===== src/logic/fbcsm_pkg.sv =====
// constants shared by the flash bank command host controller
`default_nettype none
package fbcsm_pkg;
  // ==========================================================
  // widths
  localparam int ADDR_W = 21;                 // word address plus byte lsb
  localparam int DATA_W = 16;
  localparam int BANK_BIT = 20;               // top address bit picks bank
  // ==========================================================
  // timing, ns and derived cycles at 50 MHz
  localparam int CLK_NS = 20;
  localparam int T_WP_NS = 60;                // write strobe low, least
  localparam int T_WPH_NS = 40;               // write strobe high, least
  localparam int T_ACC_NS = 120;              // read access, least wait
  localparam int T_RP_NS = 500;               // reset pin low, least
  localparam int T_RH_NS = 200;               // reset recovery, least
  localparam int WP_CYC = (T_WP_NS + CLK_NS - 1) / CLK_NS;
  localparam int WPH_CYC = (T_WPH_NS + CLK_NS - 1) / CLK_NS;
  localparam int ACC_CYC = (T_ACC_NS + CLK_NS - 1) / CLK_NS;
  localparam int RP_CYC = (T_RP_NS + CLK_NS - 1) / CLK_NS;
  localparam int RH_CYC = (T_RH_NS + CLK_NS - 1) / CLK_NS;
  localparam int CNT_W = 6;
  // ==========================================================
  // command cycles on the flash pins
  localparam logic [11:0] UNLOCK1_W = 12'h555;
  localparam logic [11:0] UNLOCK2_W = 12'h2aa;
  localparam logic [7:0] CMD_UNLOCK1 = 8'haa;
  localparam logic [7:0] CMD_UNLOCK2 = 8'h55;
  localparam logic [7:0] CMD_RESET = 8'hf0;
  localparam logic [7:0] CMD_IDENT = 8'h90;
  localparam logic [7:0] CMD_PROGRAM = 8'ha0;
  localparam logic [7:0] CMD_BYPASS = 8'h20;
  localparam logic [7:0] CMD_BYP_RST1 = 8'h90;
  localparam logic [7:0] CMD_BYP_RST2 = 8'h00;
  localparam logic [7:0] CMD_SEC_ENTER = 8'h88;  // plain default
  localparam logic [7:0] CMD_SEC_EXIT = 8'h90;   // plain default
  localparam logic [7:0] CMD_SEC_EXIT2 = 8'h00;  // plain default
  // status bits of the flash data bus
  localparam int POLL_BIT = 7;
  localparam int ERR_BIT = 5;
  // ==========================================================
  // software register map of the controller
  localparam logic [7:0] REG_CMD = 8'h00;
  localparam logic [7:0] REG_CFG = 8'h04;
  localparam logic [7:0] REG_ADDR = 8'h08;
  localparam logic [7:0] REG_WDATA = 8'h0c;
  localparam logic [7:0] REG_STATUS = 8'h10;
  localparam logic [7:0] REG_RDATA = 8'h14;
  localparam logic [7:0] REG_HWRST = 8'h18;
  localparam logic [3:0] CFG_RESET = 4'h0;
  // ==========================================================
  // operations software may order
  typedef enum logic [3:0] {
    OP_RESET      = 4'b0000,
    OP_IDENT      = 4'b0001,
    OP_READ       = 4'b0010,
    OP_PROGRAM    = 4'b0011,
    OP_BYP_ENTER  = 4'b0100,
    OP_BYP_PROG   = 4'b0101,
    OP_BYP_RESET  = 4'b0110,
    OP_SEC_ENTER  = 4'b0111,
    OP_SEC_EXIT   = 4'b1000
  } fbcsm_op_t;
  // mode of one bank as the host tracks it
  typedef enum logic [1:0] {
    MODE_READ   = 2'b00,
    MODE_IDENT  = 2'b01,
    MODE_BYPASS = 2'b10
  } fbcsm_mode_t;
endpackage
`default_nettype wire


===== src/logic/fbcsm_bus_cycle.sv =====
// one asynchronous write or read cycle on the flash pins
`default_nettype none
module fbcsm_bus_cycle
  import fbcsm_pkg::*;
(
  input  wire logic                 clk_sys,     // system clock
  input  wire logic                 sys_rst,     // async reset
  input  wire logic                 abort,       // drop cycle now
  input  wire logic                 start,       // begin one cycle
  input  wire logic                 isWrite,     // write, else read
  input  wire logic [ADDR_W-1:0]    addrIn,      // cycle address
  input  wire logic [DATA_W-1:0]    dataIn,      // write data
  output logic                      done,        // cycle finished
  output logic [DATA_W-1:0]         rdata,       // sampled read data
  output logic [ADDR_W-1:0]         flashAddr,   // flash address pins
  output logic [DATA_W-1:0]         flashDqOut,  // data pins out
  output logic                      flashDqOe,   // data pins driven
  input  wire logic [DATA_W-1:0]    flashDqIn,   // data pins in
  output logic                      flashCeN,    // chip enable
  output logic                      flashWeN,    // write enable
  output logic                      flashOeN     // output enable
);
  typedef enum logic [1:0] {
    BC_IDLE   = 2'b00,
    BC_SETUP  = 2'b01,
    BC_STROBE = 2'b10,
    BC_HOLD   = 2'b11
  } fbcsm_bc_t;

  fbcsm_bc_t        state_reg;
  logic [CNT_W-1:0] cnt_reg;
  logic             wr_reg;

  wire logic [CNT_W-1:0] strobeLen = wr_reg ? CNT_W'(WP_CYC)
                                            : CNT_W'(ACC_CYC);
  wire logic             cntEnd = (cnt_reg == strobeLen - 1'b1);
  wire logic             holdEnd = (cnt_reg == CNT_W'(WPH_CYC - 1));

  // ==========================================================
  // cycle sequencer: address set before the falling strobe, data
  // held past the rising one so both latch edges see stable values
  always_ff @(posedge clk_sys or posedge sys_rst) begin
    if (sys_rst) begin
      state_reg  <= BC_IDLE;
      cnt_reg    <= '0;
      wr_reg     <= 1'b0;
      done       <= 1'b0;
      rdata      <= '0;
      flashAddr  <= '0;
      flashDqOut <= '0;
      flashDqOe  <= 1'b0;
      flashCeN   <= 1'b1;
      flashWeN   <= 1'b1;
      flashOeN   <= 1'b1;
    end else begin
      done <= 1'b0;
      if (abort) begin
        state_reg <= BC_IDLE;
        flashDqOe <= 1'b0;
        flashCeN  <= 1'b1;
        flashWeN  <= 1'b1;
        flashOeN  <= 1'b1;
      end else begin
        case (state_reg)
          BC_IDLE: begin
            if (start) begin
              wr_reg     <= isWrite;
              flashAddr  <= addrIn;
              flashDqOut <= dataIn;
              flashDqOe  <= isWrite;
              flashCeN   <= 1'b0;
              state_reg  <= BC_SETUP;
            end
          end
          BC_SETUP: begin
            cnt_reg   <= '0;
            flashWeN  <= ~wr_reg;
            flashOeN  <= wr_reg;
            state_reg <= BC_STROBE;
          end
          BC_STROBE: begin
            cnt_reg <= cnt_reg + 1'b1;
            if (cntEnd) begin
              if (!wr_reg) begin
                rdata <= flashDqIn;
              end
              flashWeN  <= 1'b1;
              flashOeN  <= 1'b1;
              cnt_reg   <= '0;
              state_reg <= BC_HOLD;
            end
          end
          BC_HOLD: begin
            cnt_reg  <= cnt_reg + 1'b1;
            flashCeN <= 1'b1;
            if (holdEnd) begin
              flashDqOe <= 1'b0;
              done      <= 1'b1;
              state_reg <= BC_IDLE;
            end
          end
          default: state_reg <= BC_IDLE;
        endcase
      end
    end
  end
endmodule
`default_nettype wire


===== src/logic/fbcsm_host.sv =====
// host controller issuing flash bank command sequences
//
// Decided for this implementation: the plain strobed port and the register addresses.
`default_nettype none
// What this block does
// - ident is unlock, unlock, bank plus command
// - no ident unless the target bank is in read mode
// - program is four cycles, width by pin
// - bypass entered with 20h, program with A0h
// - bypass accepts only program, 90h/00h reset and array read
module fbcsm_host
  import fbcsm_pkg::*;
(
  input  wire logic                          clk_sys,    // 50 MHz
  input  wire logic                          sys_rst,    // async reset
  input  wire logic [7:0]                    regAddr,    // register address
  input  wire logic [31:0]                   regWdata,   // write data
  input  wire logic                          regWr,      // write strobe
  input  wire logic                          regRd,      // read strobe
  output logic [31:0]                        regRdata,   // data next cycle
  output logic [fbcsm_pkg::ADDR_W-1:0]       flashAddr,  // address pins
  output logic [fbcsm_pkg::DATA_W-1:0]       flashDqOut, // data out
  output logic                               flashDqOe,  // data driven
  input  wire logic [fbcsm_pkg::DATA_W-1:0]  flashDqIn,  // data in
  output logic                               flashCeN,   // chip enable
  output logic                               flashWeN,   // write enable
  output logic                               flashOeN,   // output enable
  output logic                               flashRstN,  // hardware reset
  output logic                               flashByteN, // low = byte
  output logic                               flashAccHv, // acc high volt
  input  wire logic                          flashRyBy   // ready/busy
);
  typedef enum logic [2:0] {
    ST_IDLE  = 3'b000,
    ST_CYC   = 3'b001,
    ST_WAIT  = 3'b010,
    ST_POLL  = 3'b011,
    ST_PWAIT = 3'b100,
    ST_RSTLO = 3'b101,
    ST_RSTHI = 3'b110
  } fbcsm_st_t;

  fbcsm_st_t        state_reg;
  fbcsm_op_t        op_reg;
  logic [2:0]       step_reg;
  logic [CNT_W-1:0] cnt_reg;
  logic [3:0]       cfg_reg;
  logic [ADDR_W-1:0] addr_reg;
  logic [DATA_W-1:0] wdata_reg;
  logic [DATA_W-1:0] rd_reg;
  fbcsm_mode_t      mode0_reg;
  fbcsm_mode_t      mode1_reg;
  logic             secure_reg;
  logic             err_reg;
  logic             refused_reg;
  logic             dq5Seen_reg;
  logic             bcStart;
  logic             bcDone;
  logic [DATA_W-1:0] bcRdata;

  // ==========================================================
  // decode of the software port and of the current target
  wire logic        byteMode = cfg_reg[0];
  wire logic        accOn = cfg_reg[1];
  wire logic        cmdWr = regWr && (regAddr == REG_CMD);
  wire logic        hwRstWr = regWr && (regAddr == REG_HWRST);
  wire fbcsm_op_t   newOp = fbcsm_op_t'(regWdata[3:0]);
  wire logic        bankSel = addr_reg[BANK_BIT];
  wire fbcsm_mode_t bankMode = bankSel ? mode1_reg : mode0_reg;
  // acceleration voltage puts every bank into bypass by itself
  wire logic        inBypass = (bankMode == MODE_BYPASS) || accOn;
  wire logic        idleNow = (state_reg == ST_IDLE);
  // bypass admits only its own program and reset, plus array reads
  wire logic        opLegal =
      inBypass ? (newOp == OP_BYP_PROG || newOp == OP_BYP_RESET ||
                  newOp == OP_READ)
    : (newOp == OP_IDENT) ? (bankMode == MODE_READ)
    : (newOp == OP_BYP_PROG || newOp == OP_BYP_RESET) ? 1'b0
    : (newOp <= OP_SEC_EXIT);
  wire logic        accept = cmdWr && idleNow && opLegal;

  // unlock addresses move up one bit in byte mode
  wire logic [ADDR_W-1:0] unl1 = byteMode ? ADDR_W'({UNLOCK1_W, 1'b0})
                                          : ADDR_W'(UNLOCK1_W);
  wire logic [ADDR_W-1:0] unl2 = byteMode ? ADDR_W'({UNLOCK2_W, 1'b1})
                                          : ADDR_W'(UNLOCK2_W);
  wire logic [ADDR_W-1:0] bankBase =
      {addr_reg[ADDR_W-1:BANK_BIT], {BANK_BIT{1'b0}}};

  // ==========================================================
  // sequence table: cycle address, data, kind and length per op
  logic [ADDR_W-1:0] seqAddr;
  logic [7:0]        seqData;
  logic              seqWrite;
  logic [2:0]        seqLen;
  logic              seqFull;   // last cycle carries user data
  always_comb begin
    seqAddr  = unl1;
    seqData  = CMD_UNLOCK1;
    seqWrite = 1'b1;
    seqLen   = 3'd3;
    seqFull  = 1'b0;
    if (step_reg == 3'd1) begin
      seqAddr = unl2;
      seqData = CMD_UNLOCK2;
    end
    // third cycle carries the bank so the device picks the right bank
    if (step_reg == 3'd2) seqAddr = bankBase | unl1;
    case (op_reg)
      OP_RESET: begin
        seqLen  = 3'd1;
        seqData = CMD_RESET;
      end
      OP_IDENT: if (step_reg == 3'd2) seqData = CMD_IDENT;
      OP_READ: begin
        seqLen   = 3'd1;
        seqAddr  = addr_reg;
        seqWrite = 1'b0;
      end
      OP_PROGRAM: begin
        seqLen = 3'd4;
        if (step_reg == 3'd2) seqData = CMD_PROGRAM;
        if (step_reg == 3'd3) begin
          seqAddr = addr_reg;
          seqFull = 1'b1;
        end
      end
      OP_BYP_ENTER: if (step_reg == 3'd2) seqData = CMD_BYPASS;
      OP_BYP_PROG: begin
        seqLen  = 3'd2;
        seqAddr = addr_reg;
        seqData = CMD_PROGRAM;
        seqFull = (step_reg == 3'd1);
      end
      OP_BYP_RESET: begin
        seqLen  = 3'd2;
        seqAddr = bankBase;
        seqData = (step_reg == 3'd0) ? CMD_BYP_RST1 : CMD_BYP_RST2;
      end
      OP_SEC_ENTER: if (step_reg == 3'd2) seqData = CMD_SEC_ENTER;
      OP_SEC_EXIT: begin
        seqLen = 3'd4;
        if (step_reg == 3'd2) seqData = CMD_SEC_EXIT;
        if (step_reg == 3'd3) seqData = CMD_SEC_EXIT2;
      end
      default: seqLen = 3'd1;
    endcase
  end

  wire logic [DATA_W-1:0] cycData = seqFull ? wdata_reg
                                            : DATA_W'(seqData);
  wire logic lastStep = (step_reg == seqLen - 3'd1);
  wire logic isProg = (op_reg == OP_PROGRAM) || (op_reg == OP_BYP_PROG);
  // width of compare follows the byte pin
  wire logic [DATA_W-1:0] cmpMask = byteMode ? DATA_W'(8'hff) : '1;
  wire logic pollMatch =
      bcRdata[POLL_BIT] == wdata_reg[POLL_BIT];
  wire logic verifyBad =
      |((bcRdata ^ wdata_reg) & cmpMask);
  wire logic rstOp = (op_reg == OP_RESET) || (op_reg == OP_BYP_RESET);
  // a reset or a standard program lands the bank back in read mode; a bypass program leaves it in bypass
  wire fbcsm_mode_t afterMode =
      (op_reg == OP_IDENT) ? MODE_IDENT
    : (op_reg == OP_BYP_ENTER) ? MODE_BYPASS
    : (rstOp || isProg) ? MODE_READ
    : bankMode;

  assign bcStart = (state_reg == ST_CYC) || (state_reg == ST_POLL);

  fbcsm_bus_cycle u_cycle (
    .clk_sys    (clk_sys),
    .sys_rst    (sys_rst),
    .abort      (hwRstWr),
    .start      (bcStart),
    .isWrite    ((state_reg == ST_CYC) && seqWrite),
    .addrIn     ((state_reg == ST_POLL) ? addr_reg : seqAddr),
    .dataIn     (cycData),
    .done       (bcDone),
    .rdata      (bcRdata),
    .flashAddr  (flashAddr),
    .flashDqOut (flashDqOut),
    .flashDqOe  (flashDqOe),
    .flashDqIn  (flashDqIn),
    .flashCeN   (flashCeN),
    .flashWeN   (flashWeN),
    .flashOeN   (flashOeN)
  );

  // ==========================================================
  // operation sequencer; no command leaves while a program runs
  always_ff @(posedge clk_sys or posedge sys_rst) begin
    if (sys_rst) begin
      state_reg   <= ST_IDLE;
      op_reg      <= OP_RESET;
      step_reg    <= '0;
      cnt_reg     <= '0;
      mode0_reg   <= MODE_READ;
      mode1_reg   <= MODE_READ;
      secure_reg  <= 1'b0;
      err_reg     <= 1'b0;
      refused_reg <= 1'b0;
      dq5Seen_reg <= 1'b0;
      rd_reg      <= '0;
      flashRstN   <= 1'b1;
    end else if (hwRstWr) begin
      state_reg  <= ST_RSTLO;
      cnt_reg    <= '0;
      flashRstN  <= 1'b0;
      mode0_reg  <= MODE_READ;
      mode1_reg  <= MODE_READ;
      secure_reg <= 1'b0;
    end else begin
      case (state_reg)
        ST_IDLE: begin
          if (cmdWr) begin
            refused_reg <= !opLegal;
          end
          if (accept) begin
            op_reg      <= newOp;
            step_reg    <= '0;
            err_reg     <= 1'b0;
            dq5Seen_reg <= 1'b0;
            state_reg   <= ST_CYC;
          end
        end
        ST_CYC: state_reg <= ST_WAIT;
        ST_WAIT: if (bcDone) begin
          step_reg <= step_reg + 3'd1;
          if (!seqWrite) begin
            rd_reg <= bcRdata & cmpMask;
          end
          if (!lastStep) begin
            state_reg <= ST_CYC;
          end else if (isProg) begin
            state_reg <= ST_POLL;
          end else begin
            state_reg <= ST_IDLE;
            if (bankSel || op_reg == OP_RESET) mode1_reg <= afterMode;
            if (!bankSel || op_reg == OP_RESET) mode0_reg <= afterMode;
            if (op_reg == OP_SEC_ENTER) secure_reg <= 1'b1;
            if (op_reg == OP_SEC_EXIT) secure_reg <= 1'b0;
          end
        end
        ST_POLL: state_reg <= ST_PWAIT;
        ST_PWAIT: if (bcDone) begin
          rd_reg <= bcRdata & cmpMask;
          if (pollMatch) begin
            err_reg   <= verifyBad;
            state_reg <= ST_IDLE;
            if (op_reg == OP_PROGRAM) begin
              if (bankSel) mode1_reg <= MODE_READ;
              else mode0_reg <= MODE_READ;
            end
          end else if (bcRdata[ERR_BIT] && dq5Seen_reg) begin
            // error flag stuck: device needs a reset to recover
            err_reg   <= 1'b1;
            op_reg    <= OP_RESET;
            step_reg  <= '0;
            state_reg <= ST_CYC;
          end else begin
            dq5Seen_reg <= bcRdata[ERR_BIT];
            state_reg   <= ST_POLL;
          end
        end
        ST_RSTLO: begin
          cnt_reg <= cnt_reg + 1'b1;
          if (cnt_reg == CNT_W'(RP_CYC - 1)) begin
            cnt_reg   <= '0;
            flashRstN <= 1'b1;
            state_reg <= ST_RSTHI;
          end
        end
        ST_RSTHI: begin
          cnt_reg <= cnt_reg + 1'b1;
          if (cnt_reg == CNT_W'(RH_CYC - 1)) begin
            state_reg <= ST_IDLE;
          end
        end
        default: state_reg <= ST_IDLE;
      endcase
    end
  end

  // ==========================================================
  // configuration, target and read-back registers
  always_ff @(posedge clk_sys or posedge sys_rst) begin
    if (sys_rst) begin
      cfg_reg   <= CFG_RESET;
      addr_reg  <= '0;
      wdata_reg <= '0;
      regRdata  <= '0;
    end else begin
      // target registers only change while no sequence uses them
      if (regWr && idleNow && regAddr == REG_CFG) cfg_reg <= regWdata[3:0];
      if (regWr && idleNow && regAddr == REG_ADDR) begin
        addr_reg <= regWdata[ADDR_W-1:0];
      end
      if (regWr && idleNow && regAddr == REG_WDATA) begin
        wdata_reg <= regWdata[DATA_W-1:0];
      end
      regRdata <= '0;
      if (regRd) begin
        case (regAddr)
          REG_CFG:    regRdata <= {28'h0000000, cfg_reg};
          REG_ADDR:   regRdata <= {11'h000, addr_reg};
          REG_WDATA:  regRdata <= {16'h0000, wdata_reg};
          REG_RDATA:  regRdata <= {16'h0000, rd_reg};
          REG_STATUS: regRdata <= {22'h000000, accOn, secure_reg,
                                   mode1_reg, mode0_reg, flashRyBy,
                                   refused_reg, err_reg, !idleNow};
          default:    regRdata <= '0;
        endcase
      end
    end
  end

  assign flashByteN = !byteMode;
  assign flashAccHv = accOn;
endmodule
`default_nettype wire


===== config.mk =====
export PLATFORM = sky130hd
export DESIGN_NAME = fbcsm_host
export DESIGN_NICKNAME = d
export VERILOG_FILES = /design/src/logic/fbcsm_pkg.sv /design/src/logic/fbcsm_bus_cycle.sv /design/src/logic/fbcsm_host.sv
export SDC_FILE = /design/constraint.sdc
export NUM_CORES = 1
export LEC_CHECK = 0
export BUFFER_PORTS_ARGS = -buffer_cell sky130_fd_sc_hd__buf_4
export CAP_MARGIN = 5
export CORE_ASPECT_RATIO = 1.25
export CORE_MARGIN = 10
export CORE_UTILIZATION = 50
export CTS_BUF_LIST = sky130_fd_sc_hd__clkbuf_8
export DETAILED_ROUTE_END_ITERATION = 7
export PLACE_DENSITY = 0.77
export SETUP_SLACK_MARGIN = 0.5
export SYNTH_ARGS = -nofsm -noshare
export SYNTH_HDL_FRONTEND = slang
export SYNTH_SLANG_ARGS = --single-unit

===== constraint.sdc =====
create_clock -name clk_sys -period 4.9 [get_ports clk_sys]
set_input_delay 0.245 -clock clk_sys [delete_from_list [all_inputs] [get_ports clk_sys]]
set_output_delay 0.245 -clock clk_sys [all_outputs]
set_load 0.01 [all_outputs]

After elaboration in Yosys (flattened, before gate mapping)
Cells that the tools add are included.
W data, S select, Z words.
{"block": "word_totals", "input_bits": 61, "out_inout_bits": 76, "regBits": 181}
{"block": "op_classes", "reduce_logical": 66, "bitwise_logic": 6, "muxes": 121, "n_addsub": 5, "magnitude_cmp": 1, "eq_ne": 62}
{"cell": "$pmux W21 S5", "count": 1}
{"cell": "$mux W21", "count": 4}
{"cell": "$mux W16", "count": 5}
{"cell": "$pmux W8 S8", "count": 1}
{"cell": "$pmux W21 S3", "count": 1}
{"cell": "$mux W2", "count": 30}
{"cell": "$mux W8", "count": 7}
{"cell": "$mux W3", "count": 12}
{"cell": "$ne A3 B3 Y1 const B", "count": 12}
{"cell": "$mux W1", "count": 33}
{"cell": "$and A16 B16 Y16", "count": 2}
{"cell": "$pmux W16 S2", "count": 1}
{"cell": "$eq A4 B3 Y1 const B", "count": 6}
{"cell": "$eq A8 B5 Y1 const B", "count": 3}
{"cell": "$mux W12", "count": 2}
{"cell": "$or A21 B12 Y21", "count": 1}
{"cell": "$pmux W3 S7", "count": 1}
{"cell": "$reduce_bool A3 Y1", "count": 7}
{"cell": "$reduce_and A5 Y1", "count": 4}
{"cell": "$mux W6", "count": 3}
{"cell": "$pmux W3 S3", "count": 2}
{"cell": "$pmux W6 S3", "count": 1}
{"cell": "$reduce_and A9 Y1", "count": 2}
{"cell": "$eq A8 B4 Y1 const B", "count": 2}
{"cell": "48 further kinds", "count": 118}

Logic depth before layout (Yosys ltp)
Gate-level depths: netlist of run 1.
{"block": "depth", "depth_word": 12, "depth_mapped": 10, "mapped_depth_nobuf": 9}

By module
Synthesis of run 1 repeated with hierarchy kept, for this count alone.
{"block": "unflattened", "cells_unflattened": 829, "hier_area_um2": 8893.5}
{"mod": "fbcsm_host", "area_each_um2": 6032.0, "n_inst": 1, "cells_per_inst": 625}
{"mod": "fbcsm_bus_cycle", "area_each_um2": 2861.5, "n_inst": 1, "cells_per_inst": 204}

Least setup slack after synthesis of run 1
Ideal clock, no wire load.
{"block": "synth_timing", "path_kind": "reg2reg", "from": "reg addr_reg[20]", "to": "reg step_reg[0]", "t_required_ns": 4.772, "period_less_slack_ns": 2.244, "setup_ns": 0.128, "stages_incl_launch_ff": 8, "setup_slack_ns": 2.656, "t_arrival_ns": 2.116, "n_path_buf": 1, "cell_sequence": "dfrtp_1 -> clkbuf_1 -> nor3b_1 -> a311oi_1 -> nor2_1 -> a311o_1 -> a21oi_2 -> mux2_1"}
{"block": "synth_between", "elab_chain_len": 7, "elab_cells_between_ends": 9, "cone_classes": "eq/ne: 2; mux: 3; reduce/logical: 4"}
{"item": "from (decl)", "line_no": "fbcsm_host.sv:48", "source": "logic [ADDR_W-1:0] addr_reg;"}
{"item": "from (signal assigned)", "line_no": "fbcsm_host.sv:296", "source": "addr_reg <= regWdata[ADDR_W-1:0];"}
{"item": "$mux W2 (*)", "line_no": "fbcsm_host.sv:69", "source": "wire fbcsm_mode_t bankMode = bankSel ? mode1_reg : mode0_reg;"}
{"item": "$logic_not A2 Y1 or $eq A2 B2 Y1 (tied branches)", "line_no": "fbcsm_host.sv:77, fbcsm_host.sv:71"}
{"item": "$mux W1 or $logic_or A1 B1 Y1 (tied branches)", "line_no": "fbcsm_host.sv:77, fbcsm_host.sv:71"}
{"item": "$mux W1 (*)", "line_no": "fbcsm_host.sv:75", "source": "inBypass ? (newOp == OP_BYP_PROG || newOp == OP_BYP_RESET ||"}
{"item": "$logic_and A1 B1 Y1 (*)", "line_no": "fbcsm_host.sv:80", "source": "wire logic accept = cmdWr && idleNow && opLegal;"}
{"item": "$ne A2 B1 Y1 (no source line) (*)"}
{"item": "$reduce_and A7 Y1 (no source line) (*)"}
{"item": "to (signal assigned)", "line_no": "fbcsm_host.sv:228", "source": "step_reg <= step_reg + 3'd1;"}
{"item": "to (decl)", "line_no": "fbcsm_host.sv:45", "source": "logic [2:0] step_reg;"}
Every way passes the cells marked *; elsewhere a longest branch is shown, timed or not.
A chain may end at the register's enable or synchronous reset.

Final worst setup path of run 1
{"block": "layout_timing", "from": "reg op_reg[3]", "to": "reg state_reg[0]"}
{"block": "layout_between", "elab_chain_len": 9, "elab_cells_between_ends": 19, "cone_classes": "add/sub: 1; eq/ne: 8; mux: 6; reduce/logical: 4"}
{"item": "from (decl)", "line_no": "fbcsm_host.sv:44", "source": "fbcsm_op_t op_reg;"}
{"item": "from (signal assigned)", "line_no": "fbcsm_host.sv:219", "source": "op_reg <= newOp;"}
{"item": "$eq A4 B1 Y1, or another cell as far along", "line_no": "fbcsm_host.sv:109", "source": "case (op_reg)"}
{"item": "$reduce_or A3 Y1 (no source line) or $reduce_or A2 Y1 (tied branches)"}
{"item": "$pmux W3 S3", "line_no": "fbcsm_host.sv:109"}
{"item": "$sub A3 B1 Y3", "line_no": "fbcsm_host.sv:152", "source": "wire logic lastStep = (step_reg == seqLen - 3'd1);"}
{"item": "$eq A3 B3 Y1", "line_no": "fbcsm_host.sv:152"}
{"item": "$mux W2 (*)", "line_no": "fbcsm_host.sv:232", "source": "if (!lastStep) begin"}
{"item": "$mux W3 (*)", "line_no": "fbcsm_host.sv:227", "source": "ST_WAIT: if (bcDone) begin"}
{"item": "$pmux W3 S7 (*)", "line_no": "fbcsm_host.sv:213", "source": "case (state_reg)"}
{"item": "$mux W3 (*)", "line_no": "fbcsm_host.sv:205", "source": "end else if (hwRstWr) begin"}
{"item": "to (signal assigned)", "line_no": "fbcsm_host.sv:206", "source": "state_reg <= ST_RSTLO;"}
{"item": "to (signal assigned)", "line_no": "fbcsm_host.sv:226", "source": "ST_CYC: state_reg <= ST_WAIT;"}
{"item": "to (signal assigned)", "line_no": "fbcsm_host.sv:233", "source": "state_reg <= ST_CYC;"}
{"item": "to (decl)", "line_no": "fbcsm_host.sv:43", "source": "fbcsm_st_t state_reg;"}
Every way passes the cells marked *; elsewhere a longest branch is shown, timed or not. The select of a mux whose other input is x is not followed.

==> results of run 1 <==
-- cell usage after synthesis (15+ instances only) --
library cell / instances
mux2_2: 61
o21ai_0: 52
a22oi_1: 30
nand2_1: 121
dfrtp_1: 166
nand2b_1: 15
nand3_1: 31
xor2_1: 15
clkbuf_1: 41
a21oi_1: 58
inv_1: 20
ha_1: 15
nor2_1: 55
nor2b_1: 16
-- where the power goes --
part	switching, mW	total, mW	leakage, nW	internal, mW
clock	0.547	0.920	0.176	0.374
sequential	0.295	1.96	2.26	1.66
combinational	0.719	1.27	2.30	0.552
total	1.56	4.15	4.74	2.59
-- cells in the final DEF (no fill, tap or decap), drive strengths merged, types with 5 or more instances in the layout --
cell	n
a21oi	59
xor2	15
nor2b	16
nand3	32
clkbuf	18
o2bb2ai	7
nand2	121
xnor2	10
o21ai	52
a22o	13
a22oi	30
mux2i	6
mux2	62
nor3b	6
dlygate4sd3	9
nand4	11
ha	15
o31ai	8
buf	119
conb	11
o22ai	10
nand3b	7
dfrtp	166
nor2	55
inv	26
and3	11
clkinvlp	5
nand2b	15
nor3	15
-- stage by stage --
step / instance area, µm² / power [mW] / hold WS (ps)
6_report: 10200 / 4.15 / 13.8
5_1_grt: 10200 / 4.42 / 0.301
4_1_cts: 10100 / 4.16 / 0.980
3_5_place_dp: 9710 / 3.24 / 459
3_3_place_gp: 9710 / 3.20 / 452
2_1_floorplan: 8830 / 2.84 / 362
-- area by class of cell --
class	count	area, µm²
tap	224	280
sequential	170	4260
timing repair buffer	128	996
inverter	20	78.8
clock inverter	14	111
clock buffer	18	248
fill	1502	7200
multi-input combinational	651	4190
-- logic make-up after synthesis --
logic type	count (synthesis)	synth area share, %
AOI/OAI and AO/OA	219	16.3
xor gates and xnor gates	25	2.49
adders and majority gates	15	2.14
buffers and inverters	84	4.33
DFF	170	48.5
muxes	68	8.63
other	1	0.0427
and+or+nand+nor	313	17.6
-- how the worst min path moves through the flow --
stage	start	endpoint	slack, ps	depth (start not counted)
3_5_place_dp	u_cycle.flashDqOut[14]	u_cycle.flashDqOut[14]	460	2
5_1_grt	flashDqIn[13]	u_cycle.rdata[13]	0.3	2
2_1_floorplan	regWdata[0]	op_reg[0]	360	2
6_report	flashDqIn[13]	u_cycle.rdata[13]	10	2
4_1_cts	flashDqIn[0]	u_cycle.rdata[0]	1	2
3_3_place_gp	rd_reg[11]	rd_reg[11]	450	2
-- per-layer routing --
layer  track usage [%]  wire length [µm]  up-vias
met5                 0                 0        -
met4              9.14               911        0
met3              4.25              1590       63
met2              34.5             12400      287
met1              23.3              9200     3574
li1                  -                 -     3346
-- timing repair --
action / CTS / global route
hold endpoints to repair: 35 / 2
buffers inserted: 0 / 0
hold buffers: 7 / 2
resized for setup: 0 / 0
==> flow_metrics.env, run 1 <==
export IMPL_place_ws_ps=1760
export IMPL_slew_violations=0
export IMPL_cts_tree="built"
export IMPL_maxSlewHeadroom_pct=26.5
export IMPL_ys_ff_latch=170
export IMPL_vias=7270
export IMPL_period_minus_slack_ps=3080
export IMPL_wirelength_um=24100
export IMPL_seq_area_frac_synth_pct=48.5
export IMPL_clock_latency_ps=460
export IMPL_grt_pass1_wl_um=37900
export IMPL_yosys_top_cells_area="dfrtp_1 47%, mux2_2 7.8%, nand2_1 5.2%"
export IMPL_antenna_found_initial=0
export IMPL_max_stage_delay_ps=940
export IMPL_synth_edf_count=0
export IMPL_die_x_um=139
export IMPL_p_leak_nw=4.74
export IMPL_io_pins=137
export IMPL_rsz0062_at_grt="no"
export IMPL_setup_viol_count_final=0
export IMPL_dpl_hpwl_um=17700
export IMPL_synth_cells=895
export IMPL_hold_violations=0
export IMPL_ys_warn_count=0
export IMPL_cts_inserted_buffers=17
export IMPL_worstMarginPinSlew_ps=1090
export IMPL_avgViaCountPerCell=5.93
export IMPL_cap_violations=0
export IMPL_worst_slack_ps=1820
export IMPL_root_buffer="clkbuf_8"
export IMPL_grt_pass1_vias=7110
export IMPL_die_y_um=168
export IMPL_gp_congestion=0.934
export IMPL_syn_to_final_growth_pct=15.7
export IMPL_clockBufferDepth=2
export IMPL_endpoint_kind="register"
export IMPL_dr_pass1_iters=6
export IMPL_yosysUniqueCellTypes=71
export IMPL_rr_worst_depth=6
export IMPL_grt_overflow=0
export IMPL_start_kind="register"
export IMPL_synth_top_cell_by_area="dfrtp_1"
export IMPL_synthesis_area_um2=8780
export IMPL_htree_num_levels=4
export IMPL_final_util_pct=58.5
export IMPL_reg2reg_slack_ps=1820
export IMPL_holdCritPathClass="primary input to register"
export IMPL_path_max_fanout=29
export IMPL_grt_max_degree=88
export IMPL_cts_sinks=170
export IMPL_clk_transition_reported_paths_ps=100
export IMPL_cp_required_ps=5250
export IMPL_max_vdd_ir_drop_v=0.000229
export IMPL_dieArea_um2=23300
export IMPL_status="finished clean"
export IMPL_r2r_end="state_reg[0]"
export IMPL_synth_main_ff_cell="dfrtp_1"
export IMPL_dp_cells=1184
export IMPL_crit_chain="nand2b_1 -> o21ai_0 -> or3_1 -> a211oi_2 -> a21boi_1 -> a2bb2oi_1"
export IMPL_crit_start="op_reg[3]"
export IMPL_start_util_pct=50.6
export IMPL_crit_arrival_ps=3430
export IMPL_critical_path_top_delay_family="compound AO/OA/AOI/OAI gates"
export IMPL_crit_path_end="state_reg[0]"
export IMPL_fin_cells=1225
export IMPL_worstSetupPathType="register to register"
export IMPL_drtIter0Drc=764
export IMPL_wire_per_inst_um=19.7
export IMPL_period_share_pct=62.9
export IMPL_cp_depth=6
export IMPL_p_per_area_nw_per_um2=408
export IMPL_port_buffers=114
export IMPL_grt_total_usage_pct=20.0
export IMPL_fin_skew_ps=14.5
export IMPL_critPathBufInv=0
export IMPL_design_core_area_um2=17400
export IMPL_reg2reg_from="op_reg[3]"
export IMPL_slowest_stage="dfrtp_1"
export IMPL_postSynthAreaPerCell_um2=9.82
export IMPL_fmax_mhz=324
export IMPL_num_rows=54
export IMPL_finalSetupTns_ps=0
export IMPL_synthDominantCellAreaShare_pct=47.3
export IMPL_ant_nets=0
export IMPL_drc=0
export IMPL_drive_gt1_share_pct=23.2
export IMPL_fin_nets=1064
export IMPL_diodes=0
export IMPL_ys_async_sr_fraction_pct=100
No activity file was read; power rests on OpenSTA's default activity.
==> run 2: changes to the inputs <==
ABC_AREA = 1   (was not set)
clock period = 2.77 ns   (was 4.9 ns; I/O delays follow)
==> run 2 against run 1 <==
- flip-flop and latch count unchanged
- count of clock-buffer cells in the layout did not move
- non-clock buffer count increased by 34
- sequential power rose by 73%
- clock power rose by 79%
- largest power group is now combinational logic
- highest routed layer unchanged
==> flow_metrics.env, run 2 <==
export IMPL_die_y_um=168
export IMPL_synth_most_common_cell="nand2_1"
export IMPL_dp_cells=1374
export IMPL_die_x_um=139
export IMPL_ys_ff_latch=170
export IMPL_max_vdd_ir_drop_v=0.000694
export IMPL_worst_slack_ps=689
export IMPL_avgViaCountPerCell=5.40
export IMPL_place_ws_ps=564
export IMPL_grt_total_usage_pct=20.9
export IMPL_period_minus_slack_ps=2080
export IMPL_syn_to_final_growth_pct=20.6
export IMPL_cts_sinks=170
export IMPL_grt_pass1_vias=7797
export IMPL_met3_usage_pct=3.89
export IMPL_dieArea_um2=23400
export IMPL_fin_nets=1284
export IMPL_synthesis_area_um2=8820
export IMPL_design_core_area_um2=17400
export IMPL_grt_max_degree=111
export IMPL_synth_cells=1055
export IMPL_root_buffer="clkbuf_8"
export IMPL_worstMarginPinSlew_ps=768
export IMPL_hold_violations=0
export IMPL_dpl_hpwl_um=18600
export IMPL_clockBufferDepth=2
export IMPL_num_rows=54
export IMPL_wirelength_um=24900
export IMPL_seq_area_frac_synth_pct=48.3
export IMPL_multi_input_area_um2=3890
export IMPL_reg2reg_slack_ps=690
export IMPL_fin_skew_ps=18.9
export IMPL_layout_common_cells="229 x nand2_1, 166 x dfrtp_1, 121 x buf_4, 117 x inv_1, 105 x o21ai_0"
export IMPL_finalSetupTns_ps=0
export IMPL_fin_cells=1445
export IMPL_yosys_top_cells_area="dfrtp_1 47%, nand2_1 9.9%, o21ai_0 6.0%"
export IMPL_final_common_cell="nand2_1"
export IMPL_status="finished clean"
export IMPL_ys_async_sr_fraction_pct=100
export IMPL_p_leak_nw=5.27
export IMPL_maxSlewHeadroom_pct=48.5
export IMPL_dpl_instance_area_um2=9840
export IMPL_synth_top_cell_by_area="dfrtp_1"
export IMPL_start_kind="register"
export IMPL_clock_latency_ps=470
export IMPL_grt_met1_usage_pct=23.5
export IMPL_rr_worst_depth=12
export IMPL_slew_violations=0
export IMPL_dr_pass1_iters=6
export IMPL_worstHoldStart="regWr"
export IMPL_r2r_end="u_cycle.flashAddr[3]"
export IMPL_rsz0062_at_grt="no"
export IMPL_setup_viol_count_final=0
export IMPL_p_per_area_nw_per_um2=796
export IMPL_gp_congestion=0.931
export IMPL_cp_required_ps=3170
export IMPL_crit_arrival_ps=2480
export IMPL_period_share_pct=75.1
export IMPL_vias=7801
export IMPL_ys_warn_count=0
export IMPL_drtIter0Drc=620
export IMPL_postSynthAreaPerCell_um2=8.36
export IMPL_drive_gt1_share_pct=19.9
export IMPL_yosysUniqueCellTypes=50
export IMPL_wire_per_inst_um=17.2
export IMPL_htree_num_levels=4
export IMPL_io_pins=137
export IMPL_seq_area_um2=4260
export IMPL_antenna_found_initial=0
export IMPL_cts_tree="built"
export IMPL_port_buffers=114
export IMPL_cap_violations=0
export IMPL_endpoint_kind="register"
export IMPL_reg2reg_from="step_reg[0]"
export IMPL_synth_common_cells="232 x nand2_1, 166 x dfrtp_1, 117 x inv_1"
export IMPL_diodes=0
export IMPL_synth_edf_count=0
export IMPL_synthDominantCellAreaShare_pct=47.1
export IMPL_synth_main_ff_cell="dfrtp_1"
export IMPL_cts_inserted_buffers=17
export IMPL_hold_end="state_reg[1]"
export IMPL_path_max_fanout=8
export IMPL_drc=0
export IMPL_grt_use_met2_pct=37.2
export IMPL_design_area_um2=10600
export IMPL_clk_transition_reported_paths_ps=100
export IMPL_fmax_mhz=481
export IMPL_holdCritPathClass="primary input to register"
export IMPL_ant_nets=0
export IMPL_grt_overflow=0
export IMPL_worstSetupPathType="register to register"
export IMPL_fillers=1502
export IMPL_whs_path_depth=4
export IMPL_start_util_pct=50.8
export IMPL_crit_start="step_reg[0]"
export IMPL_grt_pass1_wl_um=39900
export IMPL_final_util_pct=61.3
export IMPL_grt_busiest_layer="met2"
run 2: kinds of logic after synthesis:
group	after synthesis	share of synthesized area (%)
multiplexers	15	2.17
AO/OA/AOI/OAI	242	16.0
XOR/XNOR	16	1.59
flip-flops	170	48.3
other	1	0.0425
adder cells (fa/ha/maj)	15	2.13
buffers and inverters	172	8.50
AND/OR/NAND/NOR	424	21.3
run 2: what timing repair did:
action | 4_1_cts | 5_1_grt
hold buffers | 39 | 0
resized for setup | 0 | 9
hold endpoints to repair | 219 | 0
setup endpoints to repair | 0 | 18
buffers inserted | 0 | 0
run 2: through the flow:
stage / hold slack, ps / power, mW
2_1_floorplan: 242 / 5.71
3_3_place_gp: 291 / 6.67
3_5_place_dp: 293 / 6.74
4_1_cts: 45.6 / 8.43
5_1_grt: 87.1 / 9.06
6_report: 66.8 / 8.46
run 2: worst max path at each step:
| stage | to | cells past startpoint |
|---|---|---|
| 2_1_floorplan | addr_reg[0] | 1 |
| 3_3_place_gp | u_cycle.flashAddr[3] | 11 |
| 3_5_place_dp | u_cycle.flashAddr[9] | 11 |
| 4_1_cts | u_cycle.flashAddr[3] | 11 |
| 5_1_grt | u_cycle.flashAddr[3] | 12 |
| 6_report | u_cycle.flashAddr[3] | 12 |
run 2: layout make-up:
class / instances / area share [%]
multi-input cells: 723 / 36.6
clock inverters: 14 / 1.04
inverters: 134 / 4.79
flip-flops and latches: 170 / 40.0
well taps: 224 / 2.63
clock buffers: 18 / 2.33
repair buffers: 162 / 12.6
run 2: critical path, stage by stage (launching register included):
cell       delay, ps
dfrtp_1          430
inv_1            170
ha_1             220
inv_1             60
nor2_2           200
nand2_1          150
o21ai_4          160
inv_1            110
nand2_1           90
a21oi_2           80
nor2_1            90
o21ai_0           90
a2bb2oi_1        150
run 2: metal layers:
layer / wire, µm / vias to the layer above
met5: 0 / -
met1: 9480 / 3701
li1: - / 3757
met4: 998 / 0
met2: 12900 / 276
met3: 1470 / 67
run 2: report_power, final:
group / switching, mW / internal (mW) / leakage [nW]
Combinational: 2.11 / 1.29 / 2.86
Clock: 0.990 / 0.665 / 0.185
Sequential: 0.401 / 3.00 / 2.22
Total: 3.50 / 4.96 / 5.27
